===== src/rtl/pcg_consts.svh =====
// Register indices, field positions, reset values and timing counts of the clock gating block
`ifndef PCG_CONSTS_SVH
`define PCG_CONSTS_SVH

// Register indices; byte address is four times the index
`define PCG_IDX_STOP0    10'h064
`define PCG_IDX_STOP1    10'h065
`define PCG_IDX_PLL      10'h066
`define PCG_IDX_DCDC     10'h067
`define PCG_IDX_PRESC    10'h068
`define PCG_IDX_MCU      10'h069

// Writable masks, reserved bits read as zero
`define PCG_STOP0_MASK   8'hEE
`define PCG_STOP1_MASK   8'h2E
`define PCG_RESET_VAL    8'h00

// Stop register 0 fields
`define PCG_B_TWI        7
`define PCG_B_TIM2       6
`define PCG_B_TIM0       5
`define PCG_B_TIM1       3
`define PCG_B_SPI        2
`define PCG_B_USART0     1
// Stop register 1 fields
`define PCG_B_KEYPAD     5
`define PCG_B_SCARD      3
`define PCG_B_FSPI       2
`define PCG_B_USB        1

// PLL control fields
`define PCG_B_PLL_ON     0
`define PCG_B_PLL_SEL    1
`define PCG_B_PLL_LOCK   2
// DC/DC control fields
`define PCG_B_DCDC_ON    0
`define PCG_B_DCDC_RDY   1
// MCU control field
`define PCG_B_DBG_DIS    7

// Number of gated peripherals
`define PCG_NUM_PER      10

// Timing: clock period and converter sequence times in ns
`define PCG_CLK_NS       20
`define PCG_DCDC_UP_NS   1000
`define PCG_DCDC_DOWN_NS 500
`define PCG_DCDC_UP_CYC   ((`PCG_DCDC_UP_NS + `PCG_CLK_NS - 1) / `PCG_CLK_NS)
`define PCG_DCDC_DOWN_CYC ((`PCG_DCDC_DOWN_NS + `PCG_CLK_NS - 1) / `PCG_CLK_NS)

`endif


===== src/rtl/pcg_pkg.sv =====
// Types of the clock gating block
package pcg_pkg;
  typedef enum logic [1:0] {
    DCDC_OFF,
    DCDC_RISE,
    DCDC_ON,
    DCDC_FALL
  } pcg_dcdc_state_e;
  typedef logic [15:0] pcg_count_t;
endpackage


===== src/rtl/pcg_sync3.sv =====
// Three-stage input synchroniser with agreement filter
module pcg_sync3 #(
  parameter int W = 1
) (
  input  wire logic         clk,
  input  wire logic         rst_n,
  input  wire logic [W-1:0] d,
  output logic      [W-1:0] q
);
  logic [W-1:0] s1_r;
  logic [W-1:0] s2_r;
  logic [W-1:0] s3_r;
  genvar i;

  always_ff @(posedge clk or negedge rst_n) begin
    if (!rst_n) begin
      s1_r <= '0;
      s2_r <= '0;
      s3_r <= '0;
    end else begin
      s1_r <= d;
      s2_r <= s1_r;
      s3_r <= s2_r;
    end
  end

  // A bit changes only when second and third stage agree
  for (i = 0; i < W; i++) begin : g_bit
    always_ff @(posedge clk or negedge rst_n) begin
      if (!rst_n) begin
        q[i] <= 1'b0;
      end else if (s2_r[i] == s3_r[i]) begin
        q[i] <= s3_r[i];
      end
    end
  end
endmodule // pcg_sync3


===== src/rtl/pcg_gate_cell.sv =====
// One peripheral clock enable and register access gate
module pcg_gate_cell (
  input  wire logic clk,
  input  wire logic rst_n,
  input  wire logic stop,
  output logic      clk_en,
  output logic      io_en
);
  // Enable changes only at a rising edge, so every enabled cycle is whole
  always_ff @(posedge clk or negedge rst_n) begin
    if (!rst_n) begin
      clk_en <= 1'b1;
      io_en  <= 1'b1;
    end else begin
      clk_en <= ~stop;
      io_en  <= ~stop;
    end
  end
endmodule // pcg_gate_cell


===== src/rtl/pcg_top.sv =====
// Peripheral clock gating block with its power control registers
`include "pcg_consts.svh"

module pcg_top #(
  parameter int DCDC_UP_CYC   = `PCG_DCDC_UP_CYC,
  parameter int DCDC_DOWN_CYC = `PCG_DCDC_DOWN_CYC
) (
  input  wire logic                     SYS_CLK,
  input  wire logic                     RSTN,
  input  wire logic                     WB_CYC_I,
  input  wire logic                     WB_STB_I,
  input  wire logic                     WB_WE_I,
  input  wire logic [11:0]              WB_ADR_I,
  input  wire logic [3:0]               WB_SEL_I,
  input  wire logic [31:0]              WB_DAT_I,
  output logic      [31:0]              WB_DAT_O,
  output logic                          WB_ACK_O,
  input  wire logic                     TIM2_ASYNC_SEL,
  input  wire logic                     SLEEP_DEEP,
  input  wire logic                     WDT_ENABLE,
  input  wire logic                     BROWNOUT_ENABLE_FUSE,
  input  wire logic                     DEBUG_ENABLE_FUSE,
  input  wire logic                     SCAN_PORT_ENABLE_FUSE,
  input  wire logic                     PLL_LOCK,
  output logic      [`PCG_NUM_PER-1:0]  PER_CLK_EN,
  output logic      [`PCG_NUM_PER-1:0]  PER_IO_EN,
  output logic                          PLL_ON,
  output logic                          PLL_OUTPUT_SELECT,
  output logic                          DCDC_ON,
  output logic      [7:0]               CLK_PRESCALE,
  output logic                          BOD_ACTIVE,
  output logic                          WDT_RUN,
  output logic                          MAIN_CLK_KEEP,
  output logic                          DEBUG_ACTIVE
);

  // Reset release
  logic rst_a_r;
  logic rst_n;

  always_ff @(posedge SYS_CLK or negedge RSTN) begin
    if (!RSTN) begin
      rst_a_r <= 1'b0;
      rst_n   <= 1'b0;
    end else begin
      rst_a_r <= 1'b1;
      rst_n   <= rst_a_r;
    end
  end

  // Fuse and lock inputs from outside the clock domain
  logic [3:0] pin_sync;
  wire        bod_fuse  = pin_sync[0];
  wire        dbg_fuse  = pin_sync[1];
  wire        scan_fuse = pin_sync[2];
  wire        pll_lock  = pin_sync[3];

  pcg_sync3 #(
    .W (4)
  ) u_pin_sync (
    .clk   (SYS_CLK),
    .rst_n (rst_n),
    .d     ({PLL_LOCK, SCAN_PORT_ENABLE_FUSE, DEBUG_ENABLE_FUSE, BROWNOUT_ENABLE_FUSE}),
    .q     (pin_sync)
  );

  // Software registers
  logic [7:0] stop0_r;
  logic [7:0] stop1_r;
  logic       pll_on_r;
  logic       pll_sel_r;
  logic       dcdc_on_r;
  logic [7:0] presc_r;
  logic       dbg_dis_r;
  logic       dcdc_rdy_r;

  // Bus decode
  wire [9:0] idx      = WB_ADR_I[11:2];
  wire       req      = WB_CYC_I & WB_STB_I & ~WB_ACK_O;
  wire       wr_lo    = req & WB_WE_I & WB_SEL_I[0];
  wire [7:0] wd       = WB_DAT_I[7:0];
  wire       hit_s0   = idx == `PCG_IDX_STOP0;
  wire       hit_s1   = idx == `PCG_IDX_STOP1;
  wire       hit_pll  = idx == `PCG_IDX_PLL;
  wire       hit_dcdc = idx == `PCG_IDX_DCDC;
  wire       hit_psc  = idx == `PCG_IDX_PRESC;
  wire       hit_mcu  = idx == `PCG_IDX_MCU;

  // Register writes
  wire [7:0] stop0_nxt = (wr_lo & hit_s0) ? (wd & `PCG_STOP0_MASK) : stop0_r;
  wire [7:0] stop1_nxt = (wr_lo & hit_s1) ? (wd & `PCG_STOP1_MASK) : stop1_r;
  wire       pll_on_nxt  = (wr_lo & hit_pll) ? wd[`PCG_B_PLL_ON] : pll_on_r;
  wire       pll_sel_nxt = (wr_lo & hit_pll) ? wd[`PCG_B_PLL_SEL] : pll_sel_r;
  wire       dcdc_on_nxt = (wr_lo & hit_dcdc) ? wd[`PCG_B_DCDC_ON] : dcdc_on_r;
  wire [7:0] presc_nxt   = (wr_lo & hit_psc) ? wd : presc_r;
  wire       dbg_dis_nxt = (wr_lo & hit_mcu) ? wd[`PCG_B_DBG_DIS] : dbg_dis_r;

  always_ff @(posedge SYS_CLK or negedge rst_n) begin
    if (!rst_n) begin
      stop0_r <= `PCG_RESET_VAL;
      stop1_r <= `PCG_RESET_VAL;
    end else begin
      stop0_r <= stop0_nxt;
      stop1_r <= stop1_nxt;
    end
  end

  // PLL and converter stay as software leaves them, nothing here touches them on sleep
  always_ff @(posedge SYS_CLK or negedge rst_n) begin
    if (!rst_n) begin
      pll_on_r  <= 1'b0;
      pll_sel_r <= 1'b0;
      dcdc_on_r <= 1'b0;
      presc_r   <= 8'h00;
      dbg_dis_r <= 1'b0;
    end else begin
      pll_on_r  <= pll_on_nxt;
      pll_sel_r <= pll_sel_nxt;
      dcdc_on_r <= dcdc_on_nxt;
      presc_r   <= presc_nxt;
      dbg_dis_r <= dbg_dis_nxt;
    end
  end

  // Read multiplexer
  wire [7:0] rd_pll  = {5'h00, pll_lock, pll_sel_r, pll_on_r};
  wire [7:0] rd_dcdc = {6'h00, dcdc_rdy_r, dcdc_on_r};
  wire [7:0] rd_mcu  = {dbg_dis_r, 7'h00};
  wire [7:0] rd_sel  = hit_s0   ? stop0_r :
                       hit_s1   ? stop1_r :
                       hit_pll  ? rd_pll  :
                       hit_dcdc ? rd_dcdc :
                       hit_psc  ? presc_r :
                       hit_mcu  ? rd_mcu  : 8'h00;
  wire [31:0] rd_nxt = (req & ~WB_WE_I) ? {24'h0000_00, rd_sel} : 32'h0000_0000;

  // Single-cycle acknowledge, unmapped addresses answer zero
  always_ff @(posedge SYS_CLK or negedge rst_n) begin
    if (!rst_n) begin
      WB_ACK_O <= 1'b0;
      WB_DAT_O <= 32'h0000_0000;
    end else begin
      WB_ACK_O <= req;
      WB_DAT_O <= rd_nxt;
    end
  end

  // Stop requests per peripheral
  logic [`PCG_NUM_PER-1:0] stop_vec;

  assign stop_vec[0] = stop0_r[`PCG_B_TWI];
  assign stop_vec[1] = stop0_r[`PCG_B_TIM2] & ~TIM2_ASYNC_SEL;
  assign stop_vec[2] = stop0_r[`PCG_B_TIM0];
  assign stop_vec[3] = stop0_r[`PCG_B_TIM1];
  assign stop_vec[4] = stop0_r[`PCG_B_SPI];
  assign stop_vec[5] = stop0_r[`PCG_B_USART0];
  assign stop_vec[6] = stop1_r[`PCG_B_KEYPAD];
  assign stop_vec[7] = stop1_r[`PCG_B_SCARD];
  assign stop_vec[8] = stop1_r[`PCG_B_FSPI];
  assign stop_vec[9] = stop1_r[`PCG_B_USB];

  // Enables only hold the peripheral, its state is untouched while stopped
  genvar g;
  for (g = 0; g < `PCG_NUM_PER; g++) begin : g_gate
    pcg_gate_cell u_gate (
      .clk    (SYS_CLK),
      .rst_n  (rst_n),
      .stop   (stop_vec[g]),
      .clk_en (PER_CLK_EN[g]),
      .io_en  (PER_IO_EN[g])
    );
  end

  // Converter sequencer
  pcg_pkg::pcg_dcdc_state_e dcdc_st_r;
  pcg_pkg::pcg_dcdc_state_e dcdc_st_nxt;
  pcg_pkg::pcg_count_t      dcdc_cnt_r;
  pcg_pkg::pcg_count_t      dcdc_cnt_nxt;
  logic                     dcdc_rdy_nxt;

  localparam pcg_pkg::pcg_count_t UP_LOAD   = pcg_pkg::pcg_count_t'(DCDC_UP_CYC - 1);
  localparam pcg_pkg::pcg_count_t DOWN_LOAD = pcg_pkg::pcg_count_t'(DCDC_DOWN_CYC - 1);

  wire cnt_zero = dcdc_cnt_r == 16'h0000;

  always_comb begin
    dcdc_st_nxt  = dcdc_st_r;
    dcdc_cnt_nxt = cnt_zero ? dcdc_cnt_r : dcdc_cnt_r - 16'h0001;
    dcdc_rdy_nxt = dcdc_rdy_r;
    unique case (dcdc_st_r)
      pcg_pkg::DCDC_OFF: begin
        if (dcdc_on_r) begin
          dcdc_st_nxt  = pcg_pkg::DCDC_RISE;
          dcdc_cnt_nxt = UP_LOAD;
        end
      end
      pcg_pkg::DCDC_RISE: begin
        if (!dcdc_on_r) begin
          dcdc_st_nxt  = pcg_pkg::DCDC_FALL;
          dcdc_cnt_nxt = DOWN_LOAD;
        end else if (cnt_zero) begin
          dcdc_st_nxt  = pcg_pkg::DCDC_ON;
          dcdc_rdy_nxt = 1'b1;
        end
      end
      pcg_pkg::DCDC_ON: begin
        if (!dcdc_on_r) begin
          dcdc_st_nxt  = pcg_pkg::DCDC_FALL;
          dcdc_cnt_nxt = DOWN_LOAD;
        end
      end
      pcg_pkg::DCDC_FALL: begin
        if (cnt_zero) begin
          dcdc_st_nxt  = pcg_pkg::DCDC_OFF;
          dcdc_rdy_nxt = 1'b0;
        end
      end
    endcase
  end

  always_ff @(posedge SYS_CLK or negedge rst_n) begin
    if (!rst_n) begin
      dcdc_st_r  <= pcg_pkg::DCDC_OFF;
      dcdc_cnt_r <= 16'h0000;
      dcdc_rdy_r <= 1'b0;
    end else begin
      dcdc_st_r  <= dcdc_st_nxt;
      dcdc_cnt_r <= dcdc_cnt_nxt;
      dcdc_rdy_r <= dcdc_rdy_nxt;
    end
  end

  wire dcdc_drive = (dcdc_st_r == pcg_pkg::DCDC_RISE) | (dcdc_st_r == pcg_pkg::DCDC_ON);

  // Always-on functions and debug
  wire dbg_on = dbg_fuse & scan_fuse & ~dbg_dis_r;

  always_ff @(posedge SYS_CLK or negedge rst_n) begin
    if (!rst_n) begin
      PLL_ON            <= 1'b0;
      PLL_OUTPUT_SELECT <= 1'b0;
      DCDC_ON           <= 1'b0;
      CLK_PRESCALE      <= 8'h00;
      BOD_ACTIVE        <= 1'b0;
      WDT_RUN           <= 1'b0;
      MAIN_CLK_KEEP     <= 1'b0;
      DEBUG_ACTIVE      <= 1'b0;
    end else begin
      PLL_ON            <= pll_on_r;
      PLL_OUTPUT_SELECT <= pll_sel_r;
      DCDC_ON           <= dcdc_drive;
      CLK_PRESCALE      <= presc_r;
      BOD_ACTIVE        <= bod_fuse;
      WDT_RUN           <= WDT_ENABLE;
      MAIN_CLK_KEEP     <= dbg_on & SLEEP_DEEP;
      DEBUG_ACTIVE      <= dbg_on;
    end
  end

endmodule // pcg_top


===== config.mk =====
export PLATFORM = sky130hd
export DESIGN_NAME = pcg_top
export DESIGN_NICKNAME = d
export VERILOG_FILES = /design/src/rtl/pcg_pkg.sv /design/src/rtl/pcg_sync3.sv /design/src/rtl/pcg_gate_cell.sv /design/src/rtl/pcg_top.sv
export VERILOG_INCLUDE_DIRS = /design/src /design/src/rtl
export SDC_FILE = /design/constraint.sdc
export NUM_CORES = 1
export LEC_CHECK = 0
export ABC_CLOCK_PERIOD_IN_PS = 3700
export BUFFER_PORTS_ARGS = -buffer_cell sky130_fd_sc_hd__buf_2
export CAP_MARGIN = 20
export CORE_AREA = 10 10 113 115
export DETAILED_ROUTE_END_ITERATION = 10
export DIE_AREA = 0 0 123 125
export PLACE_DENSITY = 0.65
export SYNTH_ARGS = -nofsm -noshare
export SYNTH_HDL_FRONTEND = slang
export SYNTH_SLANG_ARGS = --single-unit

===== constraint.sdc =====
create_clock -name SYS_CLK -period 3.7 [get_ports SYS_CLK]
set_clock_uncertainty 0.1 [all_clocks]
set_input_delay 0.74 -clock SYS_CLK [delete_from_list [all_inputs] [get_ports SYS_CLK]]
set_output_delay 0.74 -clock SYS_CLK [all_outputs]
set_load 0.02 [all_outputs]

Word-level counts from Yosys, hierarchy flattened
Index checks and enable logic that the tools add are counted.
Widths: inputs -> output; s select.
- word-level logic and storage cells: 116
- register bits: 93
- equality and inequality tests: 19
- bitwise gates (word level): 30
- muxes and demuxes: 21
- reductions and logical operators: 6
- add/subtract/negate cells: 1
- operators with widths (operator ; number):
    $eq 10x7->1 const B ; 6
    $mux 8 ; 7
    $mux 16 ; 3
    $pmux 16 s2 ; 1
    $logic_not 16->1 ; 1
    $sub 16x1->16 const B ; 1
    $and 1x1->1 ; 15
    $not 1->1 ; 14
    $mux 2 ; 5
    $ne 2x2->1 const B ; 5
    $pmux 2 s4 ; 1
    $reduce_and 4->1 ; 2
    $eq 1x1->1 ; 4
    $eq 2x2->1 const B ; 2
    $mux 1 ; 3
    $ne 3x3->1 const B ; 1
    $eq 2x1->1 const B ; 1
    $logic_not 2->1 ; 1
    $pmux 1 s2 ; 1
    $reduce_bool 2->1 ; 1
    $reduce_or 2->1 ; 1
    $or 1x1->1 ; 1

Longest topological paths before layout
- depth after elaboration: 8
- mapped depth: 7
- depth with buffers taken out: 6

Modules after synthesis
A second synthesis with hierarchy kept.
- cells, all modules: 340
- area total of the unflattened synthesis: 4072.7 µm²
- by module, submodules not included (module ; seq. area each (µm²) ; cells an instance ; area each (µm²) ; instances):
    pcg_top ; 1676.6 ; 290 ; 3251.9 ; 1
    pcg_sync3 ; 400.4 ; 20 ; 445.4 ; 1
    pcg_gate_cell ; 26.3 ; 3 ; 37.5 ; 10

Worst setup path after synthesis
OpenSTA, ideal clock, no wires.
- path kind: in2reg
- from: input WB_ADR_I[11]
- to: register WB_DAT_O[1]
- stages: 4
- path slack: 1.336 ns
- path buffers: 0
- arrival: 2.191 ns
- data required time: 3.527 ns
- cell sequence: or4b_4 or4b_1 a211o_1 a21oi_2
- longest elaborated chain between the ends: 7
- elaborated cells between the ends (all ways): 11
- RTL lines (item ; line ; RTL):
    from (decl) ; pcg_top.sv:13 ; input wire logic [11:0] WB_ADR_I,
    $eq 10x7->1 (no source line) ; -- ;
    $mux 8 ; pcg_top.sv:133 ; hit_psc ? presc_r :
    $mux 8 ; pcg_top.sv:132 ; hit_dcdc ? rd_dcdc :
    $mux 8 ; pcg_top.sv:131 ; hit_pll ? rd_pll :
    $mux 8 ; pcg_top.sv:130 ; hit_s1 ? stop1_r :
    $mux 8 * ; pcg_top.sv:129 ; wire [7:0] rd_sel = hit_s0 ? stop0_r :
    $mux 8 * ; pcg_top.sv:135 ; wire [31:0] rd_nxt = (req & ~WB_WE_I) ? {24'h0000_00, rd_sel} : 32'h0000_0000;
    named net rd_nxt[1] ; pcg_top.sv:135 ;
    to (signal assigned) ; pcg_top.sv:144 ; WB_DAT_O <= rd_nxt;
    to (decl) ; pcg_top.sv:16 ; output logic [31:0] WB_DAT_O,
The timed path passes the listed nets; every way through them passes the cells marked *.
A chain may end at the register's enable or synchronous reset.

Worst setup path in the final report
- from: input WB_ADR_I[3]
- to: register presc_r[0]
- longest elaborated chain between the ends: 2
- RTL lines (item ; line ; RTL):
    $eq 10x7->1 (no source line) ; -- ;
    $and 1x1->1 ; pcg_top.sv:95 ; wire [7:0] presc_nxt = (wr_lo & hit_psc) ? wd : presc_r;
    to (signal assigned) ; pcg_top.sv:120 ; presc_r <= presc_nxt;
    to (decl) ; pcg_top.sv:73 ; logic [7:0] presc_r;
Every way passes these cells.

==> flow_summary.ini <==
[power]
p_switching_uw = 931
ir_drop_mv = 0.239
power_density_nw_per_um2 = 593
p_total_uw = 2750
swShare_pct = 33.9
seqPwrFrac_pct = 44.6
p_clk_share_pct = 26.6
power_leakage_uw = 0.00223
p_int_uw = 1820
p_comb_share_pct = 28.7

[synthesis]
syn-cell-area_um2 = 4130
synthFlopType = dfrtp_1
synth_edf_count = 0
synthArstFlopShare_pct = 100
synth_cells = 341
avgSynthCellArea_um2 = 12.1
synth.area.top_cells = dfrtp_1 (50%), buf_4 (8.0%), dfstp_2 (6.4%), mux2_1 (4.6%), mux2_4 (2.2%)
yosysTopAreaCellShare_pct = 50.2
yosysUniqueCellTypes = 66
ys_ff_latch = 93
yosysSeqAreaShare_pct = 56.6
yosysTopAreaCell = dfrtp_1
yosys_warnings = 0

[cts]
clockBufferDepth = 2
cts_num_sinks = 93
postCtsSetupBuffers = 0
clock-root-buffer = clkbuf_8
cts_resized = 0
cts_made_buffers = 9
clk_latency_ns = 0.35
cts_tree = yes
ctsHtreeMaxLevel = 3
postCtsHoldBufs = 0
clk_pin_slew_ns = 0.09

[routing]
wirelength_um = 8200
wire_per_inst_um = 15.1
drc = 0
viasPerCell = 4.75
via_count = 2579
drtIter0Drc = 198
drtAntennaViolNets = 0
drt_first_pass_iters = 4

[die]
die_area_um2 = 15400
die_x_um = 123
ioPinCount = 128
die_h_um = 125
start_util_pct = 39.0
core_area_um2 = 10600
core.rowCount = 38

[timing]
drv_slew = 0
rsz0062_at_grt = no
final.min_clock_period_ns = 2.40
max_freq_mhz = 416
fin_crit_sh_pct = 65.0
worstMarginPinSlew_ns = 0.566
tns_ns = 0
finalHoldViolations = 0
setup_violations = 0
max_slew_margin_pct = 61.9

[final_layout]
diodes = 0
num-fill-cells = 994
ff_latch_area_um2 = 2340
area_growth_pct = 12.1
drive_gt1_share_pct = 29.5
final_common_cell = dfrtp_1
mostFrequentLayoutCells = dfrtp_1 (82), buf_2 (74), conb_1 (25)
fin_nets = 463
multi_input_area_um2 = 1430

[global_routing]
grt_max_degree = 56
grt-ovfl-total = 0
grt_util_all_layers_pct = 10.3
grt_pass1_vias = 2523
antenna_found_initial = 0
grt_first_pass_wirelength_um = 12800

[critical_path]
setup.worst_path.end_class = flip-flop
cp_data_arrival_time_ns = 2.54
crit_fanout = 11
critPathMaxStageDelay_ns = 0.54
cp_top_family = simple AND/OR/NAND/NOR gates
crit_required_ns = 3.83
slowest_stage = or4b_4
cp-start-kind = input port
worst-path-buf-inv = 1
worstSetupPathType = in2reg
crit_chain = buf_2 > or4b_4 > nor4_4 > nand2_2 > mux2_1

[hold_path]
hp-class = in2async

[status]
status = completed

[placement]
dp_hpwl_um = 6170
portBuffers = 74
place.gp.congestion = 0.819

[run]
drv_cap = 0
routing by layer:
layer | global-route usage [%] | routed length (µm)
met5 | 0 | 0
met4 | 3.29 | 61
met3 | 3.24 | 733
met2 | 16.7 | 4010
met1 | 12.7 | 3400
per-stage QoR:
step                      cells  hold slack (ns)  cell area [µm²]  utilization (%)  setup WS (ns)
after floorplan             364            0.231             4220                -          0.835
after global placement      526            0.233             4390             41.4          0.907
after detailed placement    527            0.207             4420             41.7          0.885
after CTS                   543           0.0278             4630             43.7           1.27
after global routing        543           0.0197             4630             43.7           1.18
final                       543           0.0455             4630             43.7           1.30
sequential cells by signal, summed over array words and instances, names as in the netlist, 6 cells and up:
register and cells:
g_gate.u_gate.io_en 8, CLK_PRESCALE 8, WB_DAT_O 8, stop0_r 6
presc_r 8, dcdc_cnt_r 16
power by group through the flow:
stage	Combinational (µW)	Clock (µW)	Sequential, µW
6_report	790	732	1230
5_1_grt	894	808	1240
4_1_cts	789	755	1220
3_5_place_dp	781	0	1240
3_3_place_gp	748	0	1250
2_1_floorplan	623	0	1240
logic make-up after synthesis:
| group | count (synthesis) | synth area share (%) |
|---|---|---|
| AO/OA/AOI/OAI | 44 | 7.11 |
| buffers and inverters | 70 | 10.8 |
| XOR/XNOR | 3 | 0.636 |
| multiplexers | 27 | 7.81 |
| other | 2 | 0.182 |
| flip-flops | 93 | 56.6 |
| adder cells (fa/ha/maj) | 9 | 2.48 |
| AND/OR/NAND/NOR | 93 | 14.3 |
worst reg2reg max path, stage by stage, from the launching register on:
cell     delay (ns)
dfrtp_1        0.42
inv_2          0.10
ha_1           0.23
nor4b_2        0.42
and4_1         0.54
o211a_1        0.26
mux2i_1        0.18
synthesized netlist by cell type, types with 3 or more instances:
| library cell | instances |
|---|---|
| a211oi_1 | 3 |
| a21oi_1 | 12 |
| a22oi_1 | 6 |
| and3_1 | 3 |
| buf_4 | 44 |
| clkbuf_1 | 4 |
| dfrtp_1 | 83 |
| dfstp_2 | 10 |
| ha_1 | 5 |
| inv_1 | 17 |
| maj3_1 | 4 |
| mux2_1 | 17 |
| mux2_4 | 6 |
| mux2i_1 | 3 |
| nand2_1 | 16 |
| nand2b_1 | 4 |
| nand3_1 | 7 |
| nand4_1 | 4 |
| nor2_1 | 14 |
| nor2b_1 | 3 |
| nor3_1 | 6 |
| nor4_1 | 6 |
| o21ai_0 | 4 |
| o21ai_1 | 3 |
| or3_1 | 4 |
| or4_1 | 3 |
| or4b_1 | 3 |
worst paths after layout:
check	slack, ns	cells past startpoint	from	endpoint
max reg2reg	1.39	6	dcdc_cnt_r[0]	dcdc_st_r[1]
min in group SYS_CLK	0.25	0	u_pin_sync.s1_r[3]	u_pin_sync.s2_r[3]
max	1.30	5	WB_ADR_I[3]	presc_r[0]
max in group asynchronous	2.65	1	rst_n	g_gate[0].u_gate.io_en
min reg2reg	0.20	0	rst_n	WB_DAT_O[4]
min	0.05	1	RSTN	rst_n
final cells by class:
cell class / instances / share of cell area, %
sequential: 93 / 50.6
clock inverter: 5 / 1.84
clock buffer: 11 / 2.84
multi-input combinational: 201 / 30.9
timing repair buffer: 75 / 8.59
tap: 140 / 3.78
inverter: 18 / 1.46
(Power assumes the default switching activity.)
